$ cat src/sdc_pkg.sv
// package of sdram controller constants and types
package sdc_pkg;
  localparam int unsigned CLK_PERIOD_PS = 8000;
  // timing figures as printed, in ps, save active max in ns, init pause in us, refresh in ms
  localparam int unsigned T_PRECHARGE_GAP_PS = 16000;
  localparam int unsigned T_CROSS_ACT_GAP_PS = 16000;
  localparam int unsigned T_ACTIVE_MIN_PS = 48000;
  localparam int unsigned T_ACTIVE_MAX_NS = 100000;
  localparam int unsigned T_SAME_BANK_CYCLE_PS = 72000;
  localparam int unsigned T_ACT_TO_COL_PS = 30000;
  localparam int unsigned T_INIT_PAUSE_US = 200;
  localparam int unsigned T_REFRESH_MS = 64;
  localparam int unsigned REFRESH_ROWS = 4096;
  // cycle counts, least times rounded up save init pause, longest rounded down
  localparam int unsigned C_RP = (T_PRECHARGE_GAP_PS + CLK_PERIOD_PS - 1) / CLK_PERIOD_PS;
  localparam int unsigned C_RRD = (T_CROSS_ACT_GAP_PS + CLK_PERIOD_PS - 1) / CLK_PERIOD_PS;
  localparam int unsigned C_RAS = (T_ACTIVE_MIN_PS + CLK_PERIOD_PS - 1) / CLK_PERIOD_PS;
  localparam int unsigned C_RAS_MAX = (T_ACTIVE_MAX_NS * 1000) / CLK_PERIOD_PS;
  localparam int unsigned C_RC = (T_SAME_BANK_CYCLE_PS + CLK_PERIOD_PS - 1) / CLK_PERIOD_PS;
  localparam int unsigned C_RCD = (T_ACT_TO_COL_PS + CLK_PERIOD_PS - 1) / CLK_PERIOD_PS;
  localparam int unsigned C_CCD = 1;
  localparam int unsigned C_WR = 1;
  localparam int unsigned C_INIT_PAUSE = (T_INIT_PAUSE_US * 1000000) / CLK_PERIOD_PS;
  localparam int unsigned C_REF_INTERVAL =
    (T_REFRESH_MS * 1000000 / REFRESH_ROWS) * 1000 / CLK_PERIOD_PS;
  localparam int unsigned INIT_REFRESHES = 2;
  localparam int unsigned NUM_BANKS = 2;
  localparam int unsigned TIMER_W = 16;
  // command encodings {cs_n, ras_n, cas_n, we_n}
  localparam logic [3:0] CMD_NOP = 4'h7;
  localparam logic [3:0] CMD_ACT = 4'h3;
  localparam logic [3:0] CMD_READ = 4'h5;
  localparam logic [3:0] CMD_WRITE = 4'h4;
  localparam logic [3:0] CMD_PRE = 4'h2;
  localparam logic [3:0] CMD_REF = 4'h1;
  localparam logic [3:0] CMD_MRS = 4'h0;
  localparam int unsigned A10_BIT = 10;
  localparam logic [11:0] MODE_DEFAULT = 12'h020;
  // user request opcodes
  localparam logic [1:0] OP_READ = 2'h0;
  localparam logic [1:0] OP_WRITE = 2'h1;
  typedef enum logic [3:0] {
    ST_PAUSE = 4'h0, ST_PRE_ALL = 4'h1, ST_INIT_REF = 4'h2, ST_MRS = 4'h3,
    ST_IDLE = 4'h4, ST_ACT = 4'h5, ST_COL = 4'h6, ST_PRE = 4'h7,
    ST_REF = 4'h8, ST_WAIT = 4'h9
  } sdc_state_e;
endpackage

$ cat src/sdc_bank_if.sv
// per-bank timing bundle between controller and bank timers
`timescale 1ns/1ps
interface sdc_bank_if;
  logic act;
  logic pre;
  logic col;
  logic wr_done;
  logic act_ok;
  logic col_ok;
  logic pre_ok;
  logic ras_due;
  modport ctl (output act, output pre, output col, output wr_done,
    input act_ok, input col_ok, input pre_ok, input ras_due);
  modport tmr (input act, input pre, input col, input wr_done,
    output act_ok, output col_ok, output pre_ok, output ras_due);
endinterface

$ cat src/sdc_bank_timer.sv
// per-bank command spacing timers
`timescale 1ns/1ps
module sdc_bank_timer
  import sdc_pkg::*;
#(
  parameter int unsigned RAS_MAX = C_RAS_MAX
) (
  input wire logic clk,
  input wire logic nrst,
  input wire logic ce,
  sdc_bank_if.tmr bk
);
  initial begin
    if (RAS_MAX <= C_RAS || RAS_MAX >= (1 << TIMER_W)) $error("bad RAS_MAX");
  end
  logic [TIMER_W-1:0] act_cnt_ff, pre_cnt_ff, open_cnt_ff, wr_cnt_ff;
  logic [TIMER_W-1:0] nxt_act_cnt, nxt_pre_cnt, nxt_open_cnt, nxt_wr_cnt;
  logic open_ff, nxt_open;
  wire logic [TIMER_W-1:0] c_rp = TIMER_W'(C_RP);
  wire logic [TIMER_W-1:0] c_rc = TIMER_W'(C_RC);
  wire logic [TIMER_W-1:0] c_rcd = TIMER_W'(C_RCD);
  wire logic [TIMER_W-1:0] c_ras = TIMER_W'(C_RAS);
  wire logic [TIMER_W-1:0] c_wr = TIMER_W'(C_WR);
  wire logic [TIMER_W-1:0] c_max = TIMER_W'(RAS_MAX - 8);
  // RULE_01 precharge recovery gap
  // RULE_14 same bank cycle
  assign bk.act_ok = !open_ff && pre_cnt_ff >= c_rp && act_cnt_ff >= c_rc;
  // RULE_14 activate to column
  assign bk.col_ok = open_ff && act_cnt_ff >= c_rcd;
  // RULE_03 minimum active window
  // RULE_15 write recovery
  assign bk.pre_ok = open_ff && act_cnt_ff >= c_ras && wr_cnt_ff >= c_wr;
  // RULE_03 maximum open time
  assign bk.ras_due = open_ff && open_cnt_ff >= c_max;
  wire logic [TIMER_W-1:0] sat = {TIMER_W{1'b1}};
  assign nxt_act_cnt = bk.act ? '0 : (act_cnt_ff == sat ? sat : act_cnt_ff + 1'b1);
  assign nxt_pre_cnt = bk.pre ? '0 : (pre_cnt_ff == sat ? sat : pre_cnt_ff + 1'b1);
  assign nxt_open_cnt = bk.act ? '0 : (open_cnt_ff == sat ? sat : open_cnt_ff + 1'b1);
  assign nxt_wr_cnt = bk.wr_done ? '0 : (wr_cnt_ff == sat ? sat : wr_cnt_ff + 1'b1);
  assign nxt_open = bk.act ? 1'b1 : (bk.pre ? 1'b0 : open_ff);
  always_ff @(posedge clk) begin
    if (!nrst) begin
      act_cnt_ff <= {TIMER_W{1'b1}};
      pre_cnt_ff <= {TIMER_W{1'b1}};
      open_cnt_ff <= '0;
      wr_cnt_ff <= {TIMER_W{1'b1}};
      open_ff <= 1'b0;
    end else if (ce) begin
      act_cnt_ff <= nxt_act_cnt;
      pre_cnt_ff <= nxt_pre_cnt;
      open_cnt_ff <= nxt_open_cnt;
      wr_cnt_ff <= nxt_wr_cnt;
      open_ff <= nxt_open;
    end
  end
endmodule

$ cat src/sdc_ctrl.sv
// sdram host controller: init sequence, refresh and command spacing
// Overview of operation
// RULE_01 - wait precharge gap before activate or refresh of the same bank
// RULE_02 - space activates to different banks by the cross-bank gap
// RULE_03 - keep row open at least minimum, precharge before maximum open time
// RULE_04 - column commands spaced at least one cycle apart
// RULE_05 - all nanosecond gaps become cycles, fractions rounded up
// RULE_06 - during power-up drive nop, clock enable high, both byte masks high
// RULE_07 - wait 200 microseconds before any init command
// RULE_08 - byte masks held high through the initial pause
// RULE_09 - precharge both banks after the pause, before mode load
// RULE_10 - load the mode register before normal accesses
// RULE_11 - issue at least two auto-refresh cycles during init
// RULE_12 - never leave device unrefreshed beyond the 64 ms period
// RULE_13 - lower mask covers data 0 to 7, upper mask 8 to 15
// RULE_14 - enforce same-bank cycle and activate-to-column delay
// RULE_15 - one clock write recovery before precharge
`timescale 1ns/1ps
module sdc_ctrl
  import sdc_pkg::*;
#(
  parameter int unsigned INIT_PAUSE = C_INIT_PAUSE,
  parameter int unsigned REF_INTERVAL = C_REF_INTERVAL,
  parameter int unsigned RAS_MAX = C_RAS_MAX,
  parameter logic [11:0] MODE_WORD = MODE_DEFAULT
) (
  input wire logic CLK,
  input wire logic NRST,
  input wire logic CE,
  input wire logic REQ_VALID,
  input wire logic [1:0] REQ_OP,
  input wire logic REQ_BANK,
  input wire logic [10:0] REQ_ROW,
  input wire logic [7:0] REQ_COL,
  input wire logic [15:0] REQ_WDATA,
  input wire logic [1:0] REQ_BYTE_EN,
  output logic REQ_READY,
  output logic INIT_DONE,
  output logic SD_CKE,
  output logic SD_CS_N,
  output logic SD_RAS_N,
  output logic SD_CAS_N,
  output logic SD_WE_N,
  output logic SD_BANK,
  output logic [11:0] SD_ADDR,
  output logic SD_LOWER_BYTE_MASK,
  output logic SD_UPPER_BYTE_MASK,
  output logic [15:0] SD_DQ_OUT,
  output logic SD_DQ_OE
);
  initial begin
    if (INIT_PAUSE < 1 || INIT_PAUSE >= (1 << 24)) $error("bad INIT_PAUSE");
    if (REF_INTERVAL < 16 || REF_INTERVAL >= (1 << TIMER_W)) $error("bad REF_INTERVAL");
  end
  sdc_state_e state_ff, nxt_state;
  logic [23:0] wait_ff, nxt_wait;
  logic [TIMER_W-1:0] ref_cnt_ff;
  logic [TIMER_W-1:0] rrd_cnt_ff;
  logic [1:0] init_ref_ff;
  logic ref_pend_ff;
  logic [3:0] cmd_ff, nxt_cmd;
  logic bank_ff, nxt_bank;
  logic [11:0] addr_ff, nxt_addr;
  logic [1:0] mask_ff, nxt_mask;
  logic [15:0] dq_ff;
  logic oe_ff, ready_ff, done_ff;
  logic req_bank_ff, req_wr_ff;
  logic [10:0] req_row_ff;
  logic [7:0] req_col_ff;
  logic [15:0] req_wdata_ff;
  logic [1:0] req_be_ff;
  sdc_bank_if bif [NUM_BANKS] ();
  logic [NUM_BANKS-1:0] act_ok, col_ok, pre_ok, ras_due;
  genvar gi;
  generate
    for (gi = 0; gi < NUM_BANKS; gi++) begin : g_bank
      sdc_bank_timer #(.RAS_MAX(RAS_MAX)) u_tmr (.clk(CLK), .nrst(NRST), .ce(CE),
        .bk(bif[gi]));
      assign bif[gi].act = CE && nxt_cmd == CMD_ACT && nxt_bank == gi;
      // RULE_09 precharge all hits both
      assign bif[gi].pre = CE && nxt_cmd == CMD_PRE &&
        (nxt_addr[A10_BIT] || nxt_bank == gi);
      assign bif[gi].col = CE && (nxt_cmd == CMD_READ || nxt_cmd == CMD_WRITE) &&
        nxt_bank == gi;
      assign bif[gi].wr_done = CE && nxt_cmd == CMD_WRITE && nxt_bank == gi;
      assign act_ok[gi] = bif[gi].act_ok;
      assign col_ok[gi] = bif[gi].col_ok;
      assign pre_ok[gi] = bif[gi].pre_ok;
      assign ras_due[gi] = bif[gi].ras_due;
    end
  endgenerate
  // RULE_05 rounded cycle counts from package
  wire logic rrd_ok = rrd_cnt_ff >= TIMER_W'(C_RRD);
  wire logic all_idle = &act_ok;
  wire logic ref_due = ref_cnt_ff >= TIMER_W'(REF_INTERVAL);
  wire logic pause_done = wait_ff == '0;
  wire logic take = ready_ff && REQ_VALID;
  wire logic any_ras_due = |ras_due;
  wire logic [11:0] all_banks_addr = 12'h001 << A10_BIT;
  always_comb begin
    nxt_state = state_ff;
    nxt_wait = wait_ff == '0 ? '0 : wait_ff - 1'b1;
    // RULE_06 nop default
    nxt_cmd = CMD_NOP;
    nxt_bank = bank_ff;
    nxt_addr = addr_ff;
    nxt_mask = mask_ff;
    unique case (state_ff)
      // RULE_07 power-up pause
      // RULE_08 masks high in pause
      ST_PAUSE: begin
        nxt_mask = 2'h3;
        if (pause_done) nxt_state = ST_PRE_ALL;
      end
      // RULE_09 precharge all banks
      ST_PRE_ALL: begin
        nxt_cmd = CMD_PRE;
        nxt_addr = all_banks_addr;
        nxt_state = ST_INIT_REF;
      end
      // RULE_11 two dummy refreshes
      ST_INIT_REF: begin
        if (init_ref_ff == 2'(INIT_REFRESHES)) begin
          nxt_state = ST_MRS;
        end else if (all_idle) begin
          nxt_cmd = CMD_REF;
        end
      end
      // RULE_10 mode register load
      ST_MRS: begin
        if (all_idle) begin
          nxt_cmd = CMD_MRS;
          nxt_addr = MODE_WORD;
          nxt_state = ST_WAIT;
        end
      end
      ST_WAIT: nxt_state = ST_IDLE;
      ST_IDLE: begin
        if (take) nxt_state = ST_ACT;
        else if (ref_pend_ff) nxt_state = ST_PRE;
      end
      // RULE_02 cross bank activate gap
      ST_ACT: begin
        if (act_ok[req_bank_ff] && rrd_ok) begin
          nxt_cmd = CMD_ACT;
          nxt_bank = req_bank_ff;
          nxt_addr = {1'b0, req_row_ff};
          nxt_state = ST_COL;
        end
      end
      // RULE_04 one column command per cycle
      // RULE_13 byte mask per lane
      ST_COL: begin
        if (col_ok[req_bank_ff]) begin
          nxt_cmd = req_wr_ff ? CMD_WRITE : CMD_READ;
          nxt_bank = req_bank_ff;
          nxt_addr = {4'h0, req_col_ff};
          nxt_mask = ~req_be_ff;
          nxt_state = ST_PRE;
        end
      end
      // RULE_03 close row in window
      ST_PRE: begin
        nxt_mask = 2'h0;
        if (!(|(~act_ok)) ) begin
          nxt_state = ref_pend_ff ? ST_REF : ST_IDLE;
        end else if (&(pre_ok | act_ok)) begin
          nxt_cmd = CMD_PRE;
          nxt_addr = all_banks_addr;
        end
      end
      // RULE_12 periodic refresh
      ST_REF: begin
        if (all_idle) begin
          nxt_cmd = CMD_REF;
          nxt_state = ST_IDLE;
        end
      end
      default: nxt_state = ST_PAUSE;
    endcase
    if (any_ras_due && state_ff == ST_COL) nxt_state = ST_PRE;
  end
  always_ff @(posedge CLK) begin
    if (!NRST) begin
      state_ff <= ST_PAUSE;
      wait_ff <= 24'(INIT_PAUSE);
      cmd_ff <= CMD_NOP;
      bank_ff <= 1'b0;
      addr_ff <= '0;
      mask_ff <= 2'h3;
    end else if (CE) begin
      state_ff <= nxt_state;
      wait_ff <= nxt_wait;
      cmd_ff <= nxt_cmd;
      bank_ff <= nxt_bank;
      addr_ff <= nxt_addr;
      mask_ff <= nxt_mask;
    end
  end
  always_ff @(posedge CLK) begin
    if (!NRST) begin
      ref_cnt_ff <= '0;
      ref_pend_ff <= 1'b0;
      rrd_cnt_ff <= {TIMER_W{1'b1}};
      init_ref_ff <= '0;
    end else if (CE) begin
      ref_cnt_ff <= (nxt_cmd == CMD_REF) ? '0 : (ref_due ? ref_cnt_ff : ref_cnt_ff + 1'b1);
      ref_pend_ff <= (ref_due && done_ff) || (ref_pend_ff && nxt_cmd != CMD_REF);
      rrd_cnt_ff <= (nxt_cmd == CMD_ACT) ? '0 :
        (rrd_cnt_ff == {TIMER_W{1'b1}} ? rrd_cnt_ff : rrd_cnt_ff + 1'b1);
      if (nxt_cmd == CMD_REF && state_ff == ST_INIT_REF) init_ref_ff <= init_ref_ff + 1'b1;
    end
  end
  always_ff @(posedge CLK) begin
    if (!NRST) begin
      req_bank_ff <= 1'b0;
      req_wr_ff <= 1'b0;
      req_row_ff <= '0;
      req_col_ff <= '0;
      req_wdata_ff <= '0;
      req_be_ff <= '0;
      ready_ff <= 1'b0;
      done_ff <= 1'b0;
      dq_ff <= '0;
      oe_ff <= 1'b0;
    end else if (CE) begin
      if (take) begin
        req_bank_ff <= REQ_BANK;
        req_wr_ff <= REQ_OP == OP_WRITE;
        req_row_ff <= REQ_ROW;
        req_col_ff <= REQ_COL;
        req_wdata_ff <= REQ_WDATA;
        req_be_ff <= REQ_BYTE_EN;
      end
      ready_ff <= nxt_state == ST_IDLE && !ref_pend_ff && !take && state_ff == ST_IDLE;
      done_ff <= done_ff || state_ff == ST_WAIT;
      dq_ff <= req_wdata_ff;
      oe_ff <= nxt_cmd == CMD_WRITE;
    end
  end
  assign REQ_READY = ready_ff;
  assign INIT_DONE = done_ff;
  // RULE_06 clock enable held high
  assign SD_CKE = 1'b1;
  assign {SD_CS_N, SD_RAS_N, SD_CAS_N, SD_WE_N} = cmd_ff;
  assign SD_BANK = bank_ff;
  assign SD_ADDR = addr_ff;
  assign SD_LOWER_BYTE_MASK = mask_ff[0];
  assign SD_UPPER_BYTE_MASK = mask_ff[1];
  assign SD_DQ_OUT = dq_ff;
  assign SD_DQ_OE = oe_ff;
endmodule

$ cat config.mk
export PLATFORM = sky130hd
export DESIGN_NAME = sdc_ctrl
export DESIGN_NICKNAME = d
export VERILOG_FILES = /design/src/sdc_pkg.sv /design/src/sdc_bank_if.sv /design/src/sdc_bank_timer.sv /design/src/sdc_ctrl.sv
export SDC_FILE = /design/constraint.sdc
export NUM_CORES = 1
export LEC_CHECK = 0
export BUFFER_PORTS_ARGS = -buffer_cell sky130_fd_sc_hd__buf_4
export CAP_MARGIN = 20
export CELL_PAD_IN_SITES_DETAIL_PLACEMENT = 1
export CELL_PAD_IN_SITES_GLOBAL_PLACEMENT = 2
export CORE_MARGIN = 10
export CORE_UTILIZATION = 30
export CTS_CLUSTER_DIAMETER = 30
export DETAILED_ROUTE_END_ITERATION = 6
export GPL_TIMING_DRIVEN = 0
export PLACE_DENSITY_LB_ADDON = 0.3
export SYNTH_ARGS = -nofsm -noshare
export SYNTH_HDL_FRONTEND = slang
export SYNTH_SLANG_ARGS = --single-unit
$ cat constraint.sdc
create_clock -name CLK -period 9 [get_ports CLK]
set_input_delay 0.45 -clock CLK [delete_from_list [all_inputs] [get_ports CLK]]
set_output_delay 0.45 -clock CLK [all_outputs]
set_load 0.01 [all_outputs]
# == After elaboration in Yosys (flattened, before gate mapping) ==
# Index checks and enable logic that the tools add are counted.
# totals
input_bits,44
word_cells,212
output_inout_bits,39
reg_bits,270
# op_classes
reduce_logical,56
eq_ne,33
mux,61
n_lt_le_gt_ge,15
bitwise,4
add_sub_neg,12
# ops
cell,count
16-bit 2-to-1 mux,20
16-bit by 1-bit adder with 16-bit output (second input constant),10
16-bit == test (second input constant),9
16-bit by 3-bit greater-or-equal comparator with 1-bit output (second input constant),4
12-bit 2-to-1 mux,5
12-bit case mux with 5 select lines,1
16-bit by 2-bit greater-or-equal comparator with 1-bit output (second input constant),3
4-bit 2-to-1 mux,11
4-bit case mux with 10 select lines,1
16-bit by 1-bit greater-or-equal comparator with 1-bit output (second input constant),2
16-bit by 14-bit greater-or-equal comparator with 1-bit output (second input constant),2
16-bit by 4-bit greater-or-equal comparator with 1-bit output (second input constant),2
1-bit logical AND,30
4-bit by 3-bit == test with 1-bit output (second input constant),6
24-bit logical NOT,1
24-bit 2-to-1 mux,1
24-bit by 1-bit subtractor with 24-bit output (second input constant),1
3-bit case mux with 7 select lines,1
3-bit 2-to-1 mux,6
4-bit by 2-bit == test with 1-bit output (second input constant),4
16-bit by 11-bit greater-or-equal comparator with 1-bit output (second input constant),1
2-bit AND reduction,8
2-bit != test (second input constant),6
1-bit 2-to-1 mux,11
23 further kinds,35

# == Logic depth before layout (Yosys ltp) ==
# Gate-level depths: netlist of run 1.
# logic_depth
depth_word,13
ltp_mapped,13
ltp_nobuf,10

# == Hierarchy ==
# A second synthesis of run 1 with hierarchy kept.
# hier_totals
hier_cells,1701
area_unflattened_um2,13853.3
# modules_own_cells
module,instances,area_each_um2,seq_area_each_um2,cells_each
sdc_bank_timer,2,3834.9,1301.2,478
sdc_ctrl,1,6183.4,2762.6,745

# == Worst setup path before layout of run 1 ==
# Ideal clock, no wire load.
# synth_timing
path_type,register -> register
startpoint,reg g_bank[0].u_tmr.act_cnt_ff[0]
endpoint,reg g_bank[1].u_tmr.pre_cnt_ff[12]
n_path_buf,2
arrival_ns,2.739
setup_time_ns,0.122
setup_slack_ns,6.139
synth_period_minus_slack_ns,2.861
stages_incl_launch_ff,12
required_ns,8.878
path_cell_list,dfxtp_1 > inv_1 > ha_1 > nor3b_1 > o2111ai_1 > and2_1 > a21boi_0 > nor3_1 > or4b_1 > buf_2 > buf_6 > a221o_1
# synth_between
elab_chain_cells,12
word_cells_on_any_way,39
cone_classes,order compare: 3; eq/ne: 1; mux: 22; bitwise: 2; reduce/logical: 11
# synth_lines
item,line_no,source
from (decl),sdc_bank_timer.sv:16,"logic [TIMER_W-1:0] act_cnt_ff, pre_cnt_ff, open_cnt_ff, wr_cnt_ff;"
from (signal assigned),sdc_bank_timer.sv:43,act_cnt_ff <= {TIMER_W{1'b1}};
from (signal assigned),sdc_bank_timer.sv:49,act_cnt_ff <= nxt_act_cnt;
16-bit by 3-bit greater-or-equal comparator with 1-bit output,sdc_bank_timer.sv:32,assign bk.pre_ok = open_ff && act_cnt_ff >= c_ras && wr_cnt_ff >= c_wr;
1-bit logical AND (2 in series),sdc_bank_timer.sv:32,
2-bit bitwise OR,sdc_ctrl.sv:167,end else if (&(pre_ok | act_ok)) begin
2-bit AND reduction,sdc_ctrl.sv:167,
3-bit 2-to-1 mux,sdc_ctrl.sv:167,
3-bit 2-to-1 mux,sdc_ctrl.sv:165,if (!(|(~act_ok)) ) begin
3-bit case mux with 7 select lines,sdc_ctrl.sv:108,unique case (state_ff)
4-bit by 2-bit == test with 1-bit output,sdc_ctrl.sv:81,assign bif[gi].pre = CE && nxt_cmd == CMD_PRE &&
1-bit logical AND,sdc_ctrl.sv:81,
1-bit logical AND *,sdc_ctrl.sv:81,
16-bit 2-to-1 mux *,sdc_bank_timer.sv:37,assign nxt_pre_cnt = bk.pre ? '0 : (pre_cnt_ff == sat ? sat : pre_cnt_ff + 1'b1);
to (signal assigned),sdc_bank_timer.sv:44,pre_cnt_ff <= {TIMER_W{1'b1}};
to (signal assigned),sdc_bank_timer.sv:50,pre_cnt_ff <= nxt_pre_cnt;
to (decl),sdc_bank_timer.sv:16,
# Mark *: on every way between the ends. The rest lies on a longest branch, timed or not. The select of a mux whose other input is x is not followed.
# A chain may end at the register's enable or synchronous reset.

# == Worst setup path in the final report of run 1 ==
# layout_timing
startpoint,reg g_bank[1].u_tmr.pre_cnt_ff[0]
endpoint,reg g_bank[0].u_tmr.wr_cnt_ff[0]
# layout_between
elab_chain_cells,12
word_cells_on_any_way,25
cone_classes,order compare: 1; eq/ne: 1; mux: 12; bitwise: 3; reduce/logical: 8
# layout_lines
item,line_no,source
16-bit by 2-bit greater-or-equal comparator with 1-bit output *,sdc_bank_timer.sv:27,assign bk.act_ok = !open_ff && pre_cnt_ff >= c_rp && act_cnt_ff >= c_rc;
1-bit logical AND * (2 in series),sdc_bank_timer.sv:27,
2-bit bitwise OR / 1-bit 2-to-1 mux (equally long branches),"sdc_ctrl.sv:167, sdc_ctrl.sv:144",
2-bit AND reduction / 1-bit 2-to-1 mux (equally long branches),"sdc_ctrl.sv:167, sdc_ctrl.sv:144",
3-bit 2-to-1 mux / 1-bit logical AND (equally long branches),"sdc_ctrl.sv:167, sdc_ctrl.sv:144",
"3-bit 2-to-1 mux, on equally long branches","sdc_ctrl.sv:165, sdc_ctrl.sv:144",
3-bit case mux with 7 select lines,sdc_ctrl.sv:108,
4-bit by 3-bit == test with 1-bit output,sdc_ctrl.sv:85,assign bif[gi].wr_done = CE && nxt_cmd == CMD_WRITE && nxt_bank == gi;
1-bit logical AND,sdc_ctrl.sv:85,
1-bit logical AND *,sdc_ctrl.sv:85,
16-bit 2-to-1 mux *,sdc_bank_timer.sv:39,assign nxt_wr_cnt = bk.wr_done ? '0 : (wr_cnt_ff == sat ? sat : wr_cnt_ff + 1'b1);
to (signal assigned),sdc_bank_timer.sv:46,wr_cnt_ff <= {TIMER_W{1'b1}};
to (signal assigned),sdc_bank_timer.sv:52,wr_cnt_ff <= nxt_wr_cnt;
to (decl),sdc_bank_timer.sv:16,
# Marks and branches as above.

==> results.md, run 1 <==
STA:
- The worst hold margin is 0.1101 ns.
- The number of endpoints failing setup at the final stage is 0.
- On the final layout, the worst clock skew is 0.03159 ns.
- The final number of hold-violating endpoints is 0.
- Setup repair after global routing left no endpoint under its margin.
- For this run, the top clock speed supported by timing is 0.2392 GHz.
- The final critical delay including setup and external delays is 4.181 ns.
- The transition time of the tightest slew-check pin is 1.109 ns.
- The final setup TNS is 0 ns.
- After layout, the worst path uses 46.46% of the clock period.
- The number of slew-limit violations in the final report was 0.
- The max-slew headroom at the worst pin is 26.10%.

Power and ir drop:
- The reported net switching power is 2.006 mW.
- The cell area power density is 342.2 mW/mm2.
- In this run switching power makes up 33.91% of total power.
- Sequential cells account for 27.2% of the total power.
- The design internal power is 3.910 mW.
- The part of the power in the clock network is 46.3%.
- The peak ir drop on the vdd network is 160.1 uV.
- Combinational cells account for 26.6% of the total power.
- In this run the static leakage power is 6.716 nW.

Min path:
- The path type of the worst min-delay path is input port to register.
- The worst hold path endpoint is req_wdata_ff[11].
- The number of cells traversed by the worst hold path is 3.
- The beginning of the worst hold path is REQ_WDATA[11].

Logic synthesis:
- For this run, asynchronously set or reset flops after synthesis account for 0%.
- The netlist area before placement is 0.01333 mm2.
- The fraction of the yosys area taken by sequential cells is 40.25%.
- In the synthesized netlist the dominant register cell turns out to be dfxtp_1.
- The count of cell types in the netlist is 76.
- Counting every instance in the synthesized netlist gives 1668.
- The number of flops mapped to enable cells by yosys is 0.
- The Yosys step of the flow raised 0 warnings.
- The number of flip-flops and latches in the synthesized netlist is 268.
- The mean post-synth cell area is 7.992 um2.

GRT:
- The global routing stage identified its most utilized layer as met2.
- In the global route stage, met1 resource usage came out at 24.52%.
- The overall global routing resource usage is 18.94%.
- The first global-routing pass estimated 80910 um of wire.
- The number of global-route vias before repair is 13850.
- The met2 global-route usage is 30.84%.
- The sum of overflow across all layers after global routing is 0.
- The met3 usage is 3.581%.
- The largest net degree at the start of global routing is 11.
- The number of antenna violations at the first check in global routing came to 0.

Clock network:
- Clock-pin slew was measured on the worst setup and hold paths at 0.04 ns.
- The buffers inserted during post-CTS setup optimization is 0.
- The clock sink count is 268.
- In this run, post-CTS hold repair placed 0 buffers.
- In this run the clock root is driven by a clkbuf_16.
- The clock latency at the later pin of the worst-skew pair is 0.60 ns.
- The number of buffers created by CTS is 77.
- The CTS H-tree depth is 3.
- The clock tree from TritonCTS is built.
- In this run the deepest clock path goes through 3 buffers.
- The post-cts resize count is 0.

Worst setup path:
- For the worst setup path, the data required time is 9.40 ns.
- Along the worst path, the maximum fanout reaches 10.
- The gate family responsible for the most delay along the worst path is compound AO/OA/AOI/OAI gates.
- The number of gates on the worst path with buffers counted is 11.
- The worst setup path is of the register to register kind.
- The highest-delay cell along the critical path is nor4bb_1.
- The type of element capturing the critical path is a register.
- Across all register-to-register paths, the minimum setup slack is 4.82 ns.
- Traced cell by cell, the critical path runs through inv_1, ha_1, nor4_1, a41oi_2, o21a_1, o21ai_0, a21boi_0, nor4bb_1, clkbuf_1, clkbuf_1, o221ai_1.
- The worst setup path is launched from a register.
- The startpoint identified for the worst register-to-register timing path is g_bank[1].u_tmr.pre_cnt_ff[0].
- The capture point of the worst reg-to-reg path is g_bank[0].u_tmr.wr_cnt_ff[0].
- The critical path contains buffers and inverters numbering 3 combined.
- The cell that appears most often on the critical path is clkbuf_1.
- At the worst endpoint, the arrival time is 4.58 ns.
- The biggest cell delay along the critical path is 0.64 ns.
- For the worst flop-to-flop path, the logic depth is 11.

Finish:
- Cells with a size suffix above 1 make up 12.66% of the layout.
- Compared with the post-synthesis result, the final layout area differs by 29.72%.
- For this run, the post-layout net count is 1900.
- The number of fillers in the final layout is 5195.
- In the layout the commonest cells are dfxtp_1, nand2_1, a21oi_1, nor2_1, o21ai_0.
- The most common cell after layout, fill and taps aside is dfxtp_1.
- The number of diodes added for antenna fixing is 0.

Floorplan:
- The site row count is 77.
- From bottom edge to top edge, the die measures 230.8 um.
- The die width is 230.8 um.
- The initial core utilization is 30.28%.
- The area of the die is 0.05327 mm2.
- The placeable core region is 0.04403 mm2.
- The number of top-level pins is 83.

Placed design:
- The final HPWL from detailed placement is 36300 um.
- The number of buffers added on ports is 78.
- Routability-driven placement finished with a final weighted congestion of 0.8795.

Drt:
- The per-cell routed wire length is 20.86 um.
- The routed design has 51570 um of wire.
- The number of iterations in the first detailed-routing pass is 4.
- The count of nets left with antenna violations once routing finished came out at 0.
- Using the TritonRoute via totals, the vias-per-cell ratio works out to 5.449.
- The number of DRC violations after detailed routing is 0.
- After the first detailed-routing iteration, the DRC count stood at 739.
- Detailed routing inserted a total of 13470 vias.

Status:
- The flow ran to the end, and the final reports show no timing, DRC or antenna violations.

Run:
- The tool flagged a number of max-cap violations equal to 0.
power groups by stage:
stage	clock, mW	sequential (mW)	combinational [mW]
floorplan	0	1.55	1.17
global placement	0	1.61	1.51
detailed placement	0	1.62	1.55
CTS	2.78	1.60	1.56
global route	2.85	1.64	1.77
finish	2.74	1.61	1.57
synth_stat cells, types with 26 or more instances:
cell / instances / area, um2
o21ai_0: 129 / 645.6
and3_1: 42 / 262.8
nand2_1: 180 / 675.7
nor2_1: 133 / 499.2
inv_1: 53 / 198.9
nor3_1: 37 / 185.2
a31oi_1: 43 / 269.0
dfxtp_1: 268 / 5365
nand3_1: 93 / 465.5
clkbuf_1: 89 / 334.1
a21oi_1: 162 / 810.8
ha_1: 29 / 362.9
nor4_1: 31 / 193.9
a22oi_1: 26 / 195.2
layout make-up:
type	instances	area (um2)	share of cell area [%]
buffer	112	466.7	2.699
clock inverter	28	414.1	2.395
timing repair buffer	79	600.6	3.473
clock buffer	104	2202	12.74
multi-input combinational	1235	7300	42.21
tap	592	740.7	4.284
inverter	54	202.7	1.172
sequential	268	5365	31.03
worst reg2reg max path, delay by kind of cell (launching register included):
kind	cells	cell delay, ns
flops	1	0.42
buf+inv	3	0.97
fa+ha+maj	1	0.22
compound gates	5	1.40
simple gates	2	0.99
through the flow:
stage / utilization [%] / std cells / power [mW] / worst slack, ns / cell area (um2)
6_report: 39.27 / 2472 / 5.917 / 4.819 / 17290
5_1_grt: 39.27 / 2472 / 6.264 / 4.579 / 17290
4_1_cts: 39.27 / 2472 / 5.943 / 4.834 / 17290
2_1_floorplan: - / 1669 / 2.722 / 6.139 / 13330
3_5_place_dp: 33.33 / 2340 / 3.162 / 4.844 / 14680
3_3_place_gp: 33.30 / 2339 / 3.118 / 4.926 / 14660
flip-flops by register name, summed over array words and instances, names as in the netlist, 3 cells and up:
signal and cells:
g_bank.u_tmr.open_cnt_ff 32, SD_DQ_OUT 16, SD_ADDR 11, req_col_ff 8
ref_cnt_ff 16, g_bank.u_tmr.wr_cnt_ff 32, state_ff 4, g_bank.u_tmr.pre_cnt_ff 32
req_wdata_ff 16, req_row_ff 11, cmd_ff 3, g_bank.u_tmr.act_cnt_ff 32
rrd_cnt_ff 16, wait_ff 24
worst max-delay path by stage:
| stage | from | end |
|---|---|---|
| 2_1_floorplan | g_bank[0].u_tmr.act_cnt_ff[0] | g_bank[1].u_tmr.pre_cnt_ff[12] |
| 3_3_place_gp | g_bank[1].u_tmr.pre_cnt_ff[0] | g_bank[0].u_tmr.wr_cnt_ff[12] |
| 3_5_place_dp | g_bank[1].u_tmr.pre_cnt_ff[0] | g_bank[0].u_tmr.wr_cnt_ff[0] |
| 4_1_cts | g_bank[1].u_tmr.pre_cnt_ff[0] | g_bank[0].u_tmr.wr_cnt_ff[0] |
| 5_1_grt | g_bank[1].u_tmr.pre_cnt_ff[0] | g_bank[1].u_tmr.wr_cnt_ff[4] |
| 6_report | g_bank[1].u_tmr.pre_cnt_ff[0] | g_bank[0].u_tmr.wr_cnt_ff[0] |
per-layer routing:
| metal | vias up | wire length, um |
|---|---|---|
| li1 | 6459 | - |
| met5 | - | 0 |
| met4 | 0 | 1155 |
| met3 | 78 | 2347 |
| met1 | 6643 | 24200 |
| met2 | 290 | 23870 |
logic make-up after synthesis:
| kind of cell | synth area share [%] |
|---|---|
| AOI/OAI and AO/OA | 24.55 |
| other | 0.05634 |
| and+or+nand+nor | 23.01 |
| DFF | 40.25 |
| buffers and inverters | 5.022 |
| xor gates and xnor gates | 2.891 |
| adders and majority gates | 2.722 |
| muxes | 1.502 |
No activity file was read; power rests on OpenSTA's default activity.
==> inputs of run 2 (changes only) <==
--- a/config.mk
+++ b/config.mk
@@ -5,6 +5,7 @@
 export SDC_FILE = /design/constraint.sdc
 export NUM_CORES = 1
 export LEC_CHECK = 0
+export ABC_AREA = 1
 export BUFFER_PORTS_ARGS = -buffer_cell sky130_fd_sc_hd__buf_4
 export CAP_MARGIN = 20
 export CELL_PAD_IN_SITES_DETAIL_PLACEMENT = 1
==> constraint.sdc (replaced) <==
create_clock -name CLK -period 4 [get_ports CLK]
set_input_delay 0.2 -clock CLK [delete_from_list [all_inputs] [get_ports CLK]]
set_output_delay 0.2 -clock CLK [all_outputs]
set_load 0.01 [all_outputs]
==> run 2 against run 1 <==
Cell area is 11% higher; worst hold slack worse by 0.046 ns; core utilization grew 0.68 points; power rose by 83%; count of clock-buffer cells in the layout grew 8; clock power up 130%; routed wire length up 0.98%; sequential power rose by 91%; via count increased by 12%; synthesized area is 9.6% higher.
==> results.md, run 2 <==
GRT:
- The number of antenna violations at the first check in global routing is 1.
- The overall global routing resource usage is 18.03%.
- The first global-routing pass estimated 84100 um of wire.
- The number of global-route vias before repair is 15810.
- The total overflow left after global routing is 0.
- The largest net degree at the start of global routing is 13.

Logic synthesis:
- The number of flip-flops and latches in the synthesized netlist is 268.
- In the post-synthesis netlist, the cell with the most instances is nand2_1.
- The most instantiated flip-flop cell in the synthesis netlist is dfxtp_1.
- The netlist area before placement is 0.01462 mm2.
- The fraction of synthesized cell area taken by the top area cell type is 36.71%.
- The synthesized netlist cell count is 2148.
- The post-synthesis cell type with the largest combined area is dfxtp_1.
- The share of async-settable or async-resettable flops after synthesis is 0%.
- Sequential elements use 36.71% of the synthesized area.
- The commonest cells after synthesis are nand2_1, dfxtp_1, nor2_1.
- After synthesis, the cell types taking the most area are dfxtp_1, nand2_1, a21oi_1, nor2_1, inv_1.
- The number of flops mapped to enable cells by yosys is 0.
- A synthesized cell averages 6.805 um2.
- In this run, distinct cell masters in the synthesized netlist total 56.
- During synthesis, Yosys emitted a total of 0 warnings.

Power and ir drop:
- The leakage power is 8.384 nW.
- The overall power after layout is 10.80 mW.
- The design internal power is 7.725 mW.
- Power spread over the standard cell area amounts to 563.9 mW/mm2.
- The part of the power in the clock network is 59.0%.
- IR analysis of the VDD net gives a maximum drop of 327.1 uV.
- The reported net switching power is 3.077 mW.
- Net switching is 28.48% of the power.
- In this run, the combinational gates consume 12.6% of the power.
- The sequential group share of total power is 28.4%.

Worst setup path:
- The startpoint type of the worst setup path is a register.
- The maximum fanout count along the critical path is 10.
- The largest individual stage delay along the critical path comes from the cell clkbuf_1.
- Walking the worst path, the cells encountered are inv_1, ha_1, nor2_1, nand2_1, nand2_1, nand3_1, nand3_2, nand2_1, inv_1, nor2_1, nand2_1, clkbuf_1, o22ai_1, o21ai_0, nor2_1.
- The critical path is of the register to register type.
- Data on the critical path arrives at its endpoint at 3.31 ns.
- STA classifies the critical path endpoint as a register.
- The biggest cell delay along the critical path is 0.59 ns.
- The cell repeated most along the worst path is nand2_1.
- The endpoint required time on the critical path is 4.50 ns.

Drt:
- The detailed router finished its first iteration with 597 violations.
- In the routed layout, each cell is associated on average with a via count of 4.983.
- The routed wire length is 52080 um.
- The per-cell routed wire length is 17.14 um.
- In the routed design, unresolved DRC markers number 0.
- Detailed routing inserted a total of 15140 vias.
- The number of iterations in the first detailed-routing pass is 5.
- In this run the remaining antenna-violating nets after routing total 0.

Finish:
- Leaving out fill and tap cells, the most frequent cell in the layout is nand2_1.
- The number of fillers in the final layout is 5979.
- The net count reported at finish is 2427.
- The post-route cell area is 0.01916 mm2.
- In the final layout, the multi-input gates occupy 0.007929 mm2.
- In the layout the commonest cells are nand2_1, dfxtp_1, nor2_1, inv_1, a21oi_1.
- The sequential cells in the finished layout cover a total of 0.005365 mm2.
- The ratio of cells with drive above 1 in the final layout is 12.96%.
- From synthesis to final layout, the design area changed by 31.06%.

Floorplan:
- The number of top-level pins is 83.
- The die covers 0.05795 mm2.
- The die is 240.7 um tall.
- The initial utilization of the core area, before any placement, comes to 30.49%.
- From left edge to right edge, the die measures 240.7 um.
- In this run the standard cell core region covers 0.04795 mm2.
- The floorplan has 80 rows.

Clock network:
- The number of buffers between clock root and the deepest sink is 3.
- The clock net in this run drives a total of 268 sinks.
- The clock transition at the registers of the reported paths is 0.05 ns.
- The number of buffers created by CTS is 85.
- The CTS H-tree depth is 3.
- The post-cts resize count is 0.
- The clock latency at the later pin of the worst-skew pair is 0.62 ns.
- The buffers inserted during post-CTS setup optimization is 0.
- TritonCTS built the clock tree.
- The clock tree root driver cell is clkbuf_16.

STA:
- Setup violations remaining at the end of the flow were counted as 0.
- The number of slew-limit violations in the final report was 0.
- The share of the clock period used by the worst path after layout is 70.41%.
- Setup repair after global routing left no endpoint under its margin.
- Timing would allow up to 0.3551 GHz.
- The final number of hold-violating endpoints came to 0.
- The final setup TNS is 0 ns.
- On the final layout, the worst clock skew is 0.02763 ns.
- The final critical delay including setup and external delays is 2.816 ns.
- The max-slew headroom at the worst pin is 28.10%.
- At the pin with the least slew margin, the transition time is 1.078 ns.

Min path:
- The path type of the worst min-delay path is input port to register.

Placed design:
- The total placed instance area is 0.01598 mm2.
- The final estimated routing congestion in global placement is 0.8588.
- The final HPWL from detailed placement is 37440 um.
- The number of buffers added on ports is 79.

Status:
- The flow ran to the end, and the final reports show no timing, DRC or antenna violations.

Run:
- The number of maximum-capacitance violations is 0.
[run 2: cell types whose count changed after synthesis, sizes merged, moves of 27 or more]
| cell | previous run | this run |
|---|---|---|
| nor2 | 133 | 254 |
| clkbuf | 89 | 62 |
| a21oi | 162 | 228 |
| a31oi | 43 | 5 |
| nand3 | 93 | 140 |
| and3 | 43 | 1 |
| o21ai | 132 | 164 |
| nand2 | 180 | 437 |
| inv | 54 | 247 |
[run 2: critical path: cells and delay by family, from the launching register on]
family,cells,cell delay [ns]
adders and majority gates,1,0.19
buffers and inverters,3,0.77
and+or+nand+nor,9,0.96
DFF,1,0.38
AOI/OAI and AO/OA,2,0.40
[run 2: timing repair]
| item | in CTS | in global routing |
|---|---|---|
| endpoints found under the setup margin | 0 | 0 |
| hold buffers | 39 | 0 |
| endpoints found under the hold margin | 39 | 0 |
[run 2: final timing paths]
check                                startpoint        endpoint  slack, ns  cells past startpoint
hold reg to reg                  ref_cnt_ff[11]  ref_cnt_ff[11]       0.43                      2
setup / recovery  g_bank[1].u_tmr.act_cnt_ff[1]      SD_ADDR[3]       1.18                     15
hold / removal                        REQ_OP[1]       req_wr_ff       0.06                      4
setup reg to reg  g_bank[1].u_tmr.act_cnt_ff[1]      SD_ADDR[3]       1.18                     15
[run 2: cells by family after synthesis]
| kind of cell | after synthesis | share of synthesized area (%) |
|---|---|---|
| flops | 268 | 36.71 |
| buf+inv | 335 | 9.074 |
| mux | 1 | 0.06848 |
| simple gates | 966 | 29.54 |
| other cells | 2 | 0.05138 |
| xor+xnor | 69 | 4.135 |
| compound gates | 478 | 17.94 |
| fa+ha+maj | 29 | 2.482 |
[run 2: final cells by class]
| cell class | instances | area share (%) |
|---|---|---|
| buffer | 88 | 2.070 |
| sequential | 268 | 28.01 |
| antenna | 1 | 0.01306 |
| multi-input combinational | 1546 | 41.39 |
| tap | 615 | 4.017 |
| timing repair buffer | 118 | 5.134 |
| clock inverter | 44 | 2.260 |
| inverter | 247 | 4.853 |
| clock buffer | 112 | 12.26 |
[run 2: per-stage QoR]
stage,utilization [%],hold slack (ns),worst slack (ns),instances
2_1_floorplan,-,0.3652,1.842,2149
3_3_place_gp,33.34,0.4263,1.231,2843
3_5_place_dp,33.34,0.4322,1.164,2843
4_1_cts,39.95,0.01540,1.148,3038
5_1_grt,39.96,0.06995,0.9345,3039
6_report,39.96,0.06459,1.184,3039
[run 2: power by group through the flow]
stage | clock network [mW] | registers [mW] | logic [mW]
after floorplan | 0 | 3.05 | 0.954
after global placement | 0 | 3.10 | 1.28
after detailed placement | 0 | 3.10 | 1.33
after CTS | 6.49 | 3.06 | 1.37
after global routing | 6.67 | 3.09 | 1.55
final | 6.38 | 3.07 | 1.36
[run 2: metal layers]
| metal | track usage (%) | vias up | wire, um | part of all wire, % |
|---|---|---|---|---|
| met3 | 4.471 | 98 | 2140 | 4.1 |
| met4 | 6.135 | 0 | 1418 | 2.7 |
| li1 | - | 7544 | - | - |
| met5 | 0 | - | 0 | 0 |
| met2 | 30.31 | 238 | 24180 | 46 |
| met1 | 22.11 | 7264 | 24340 | 47 |
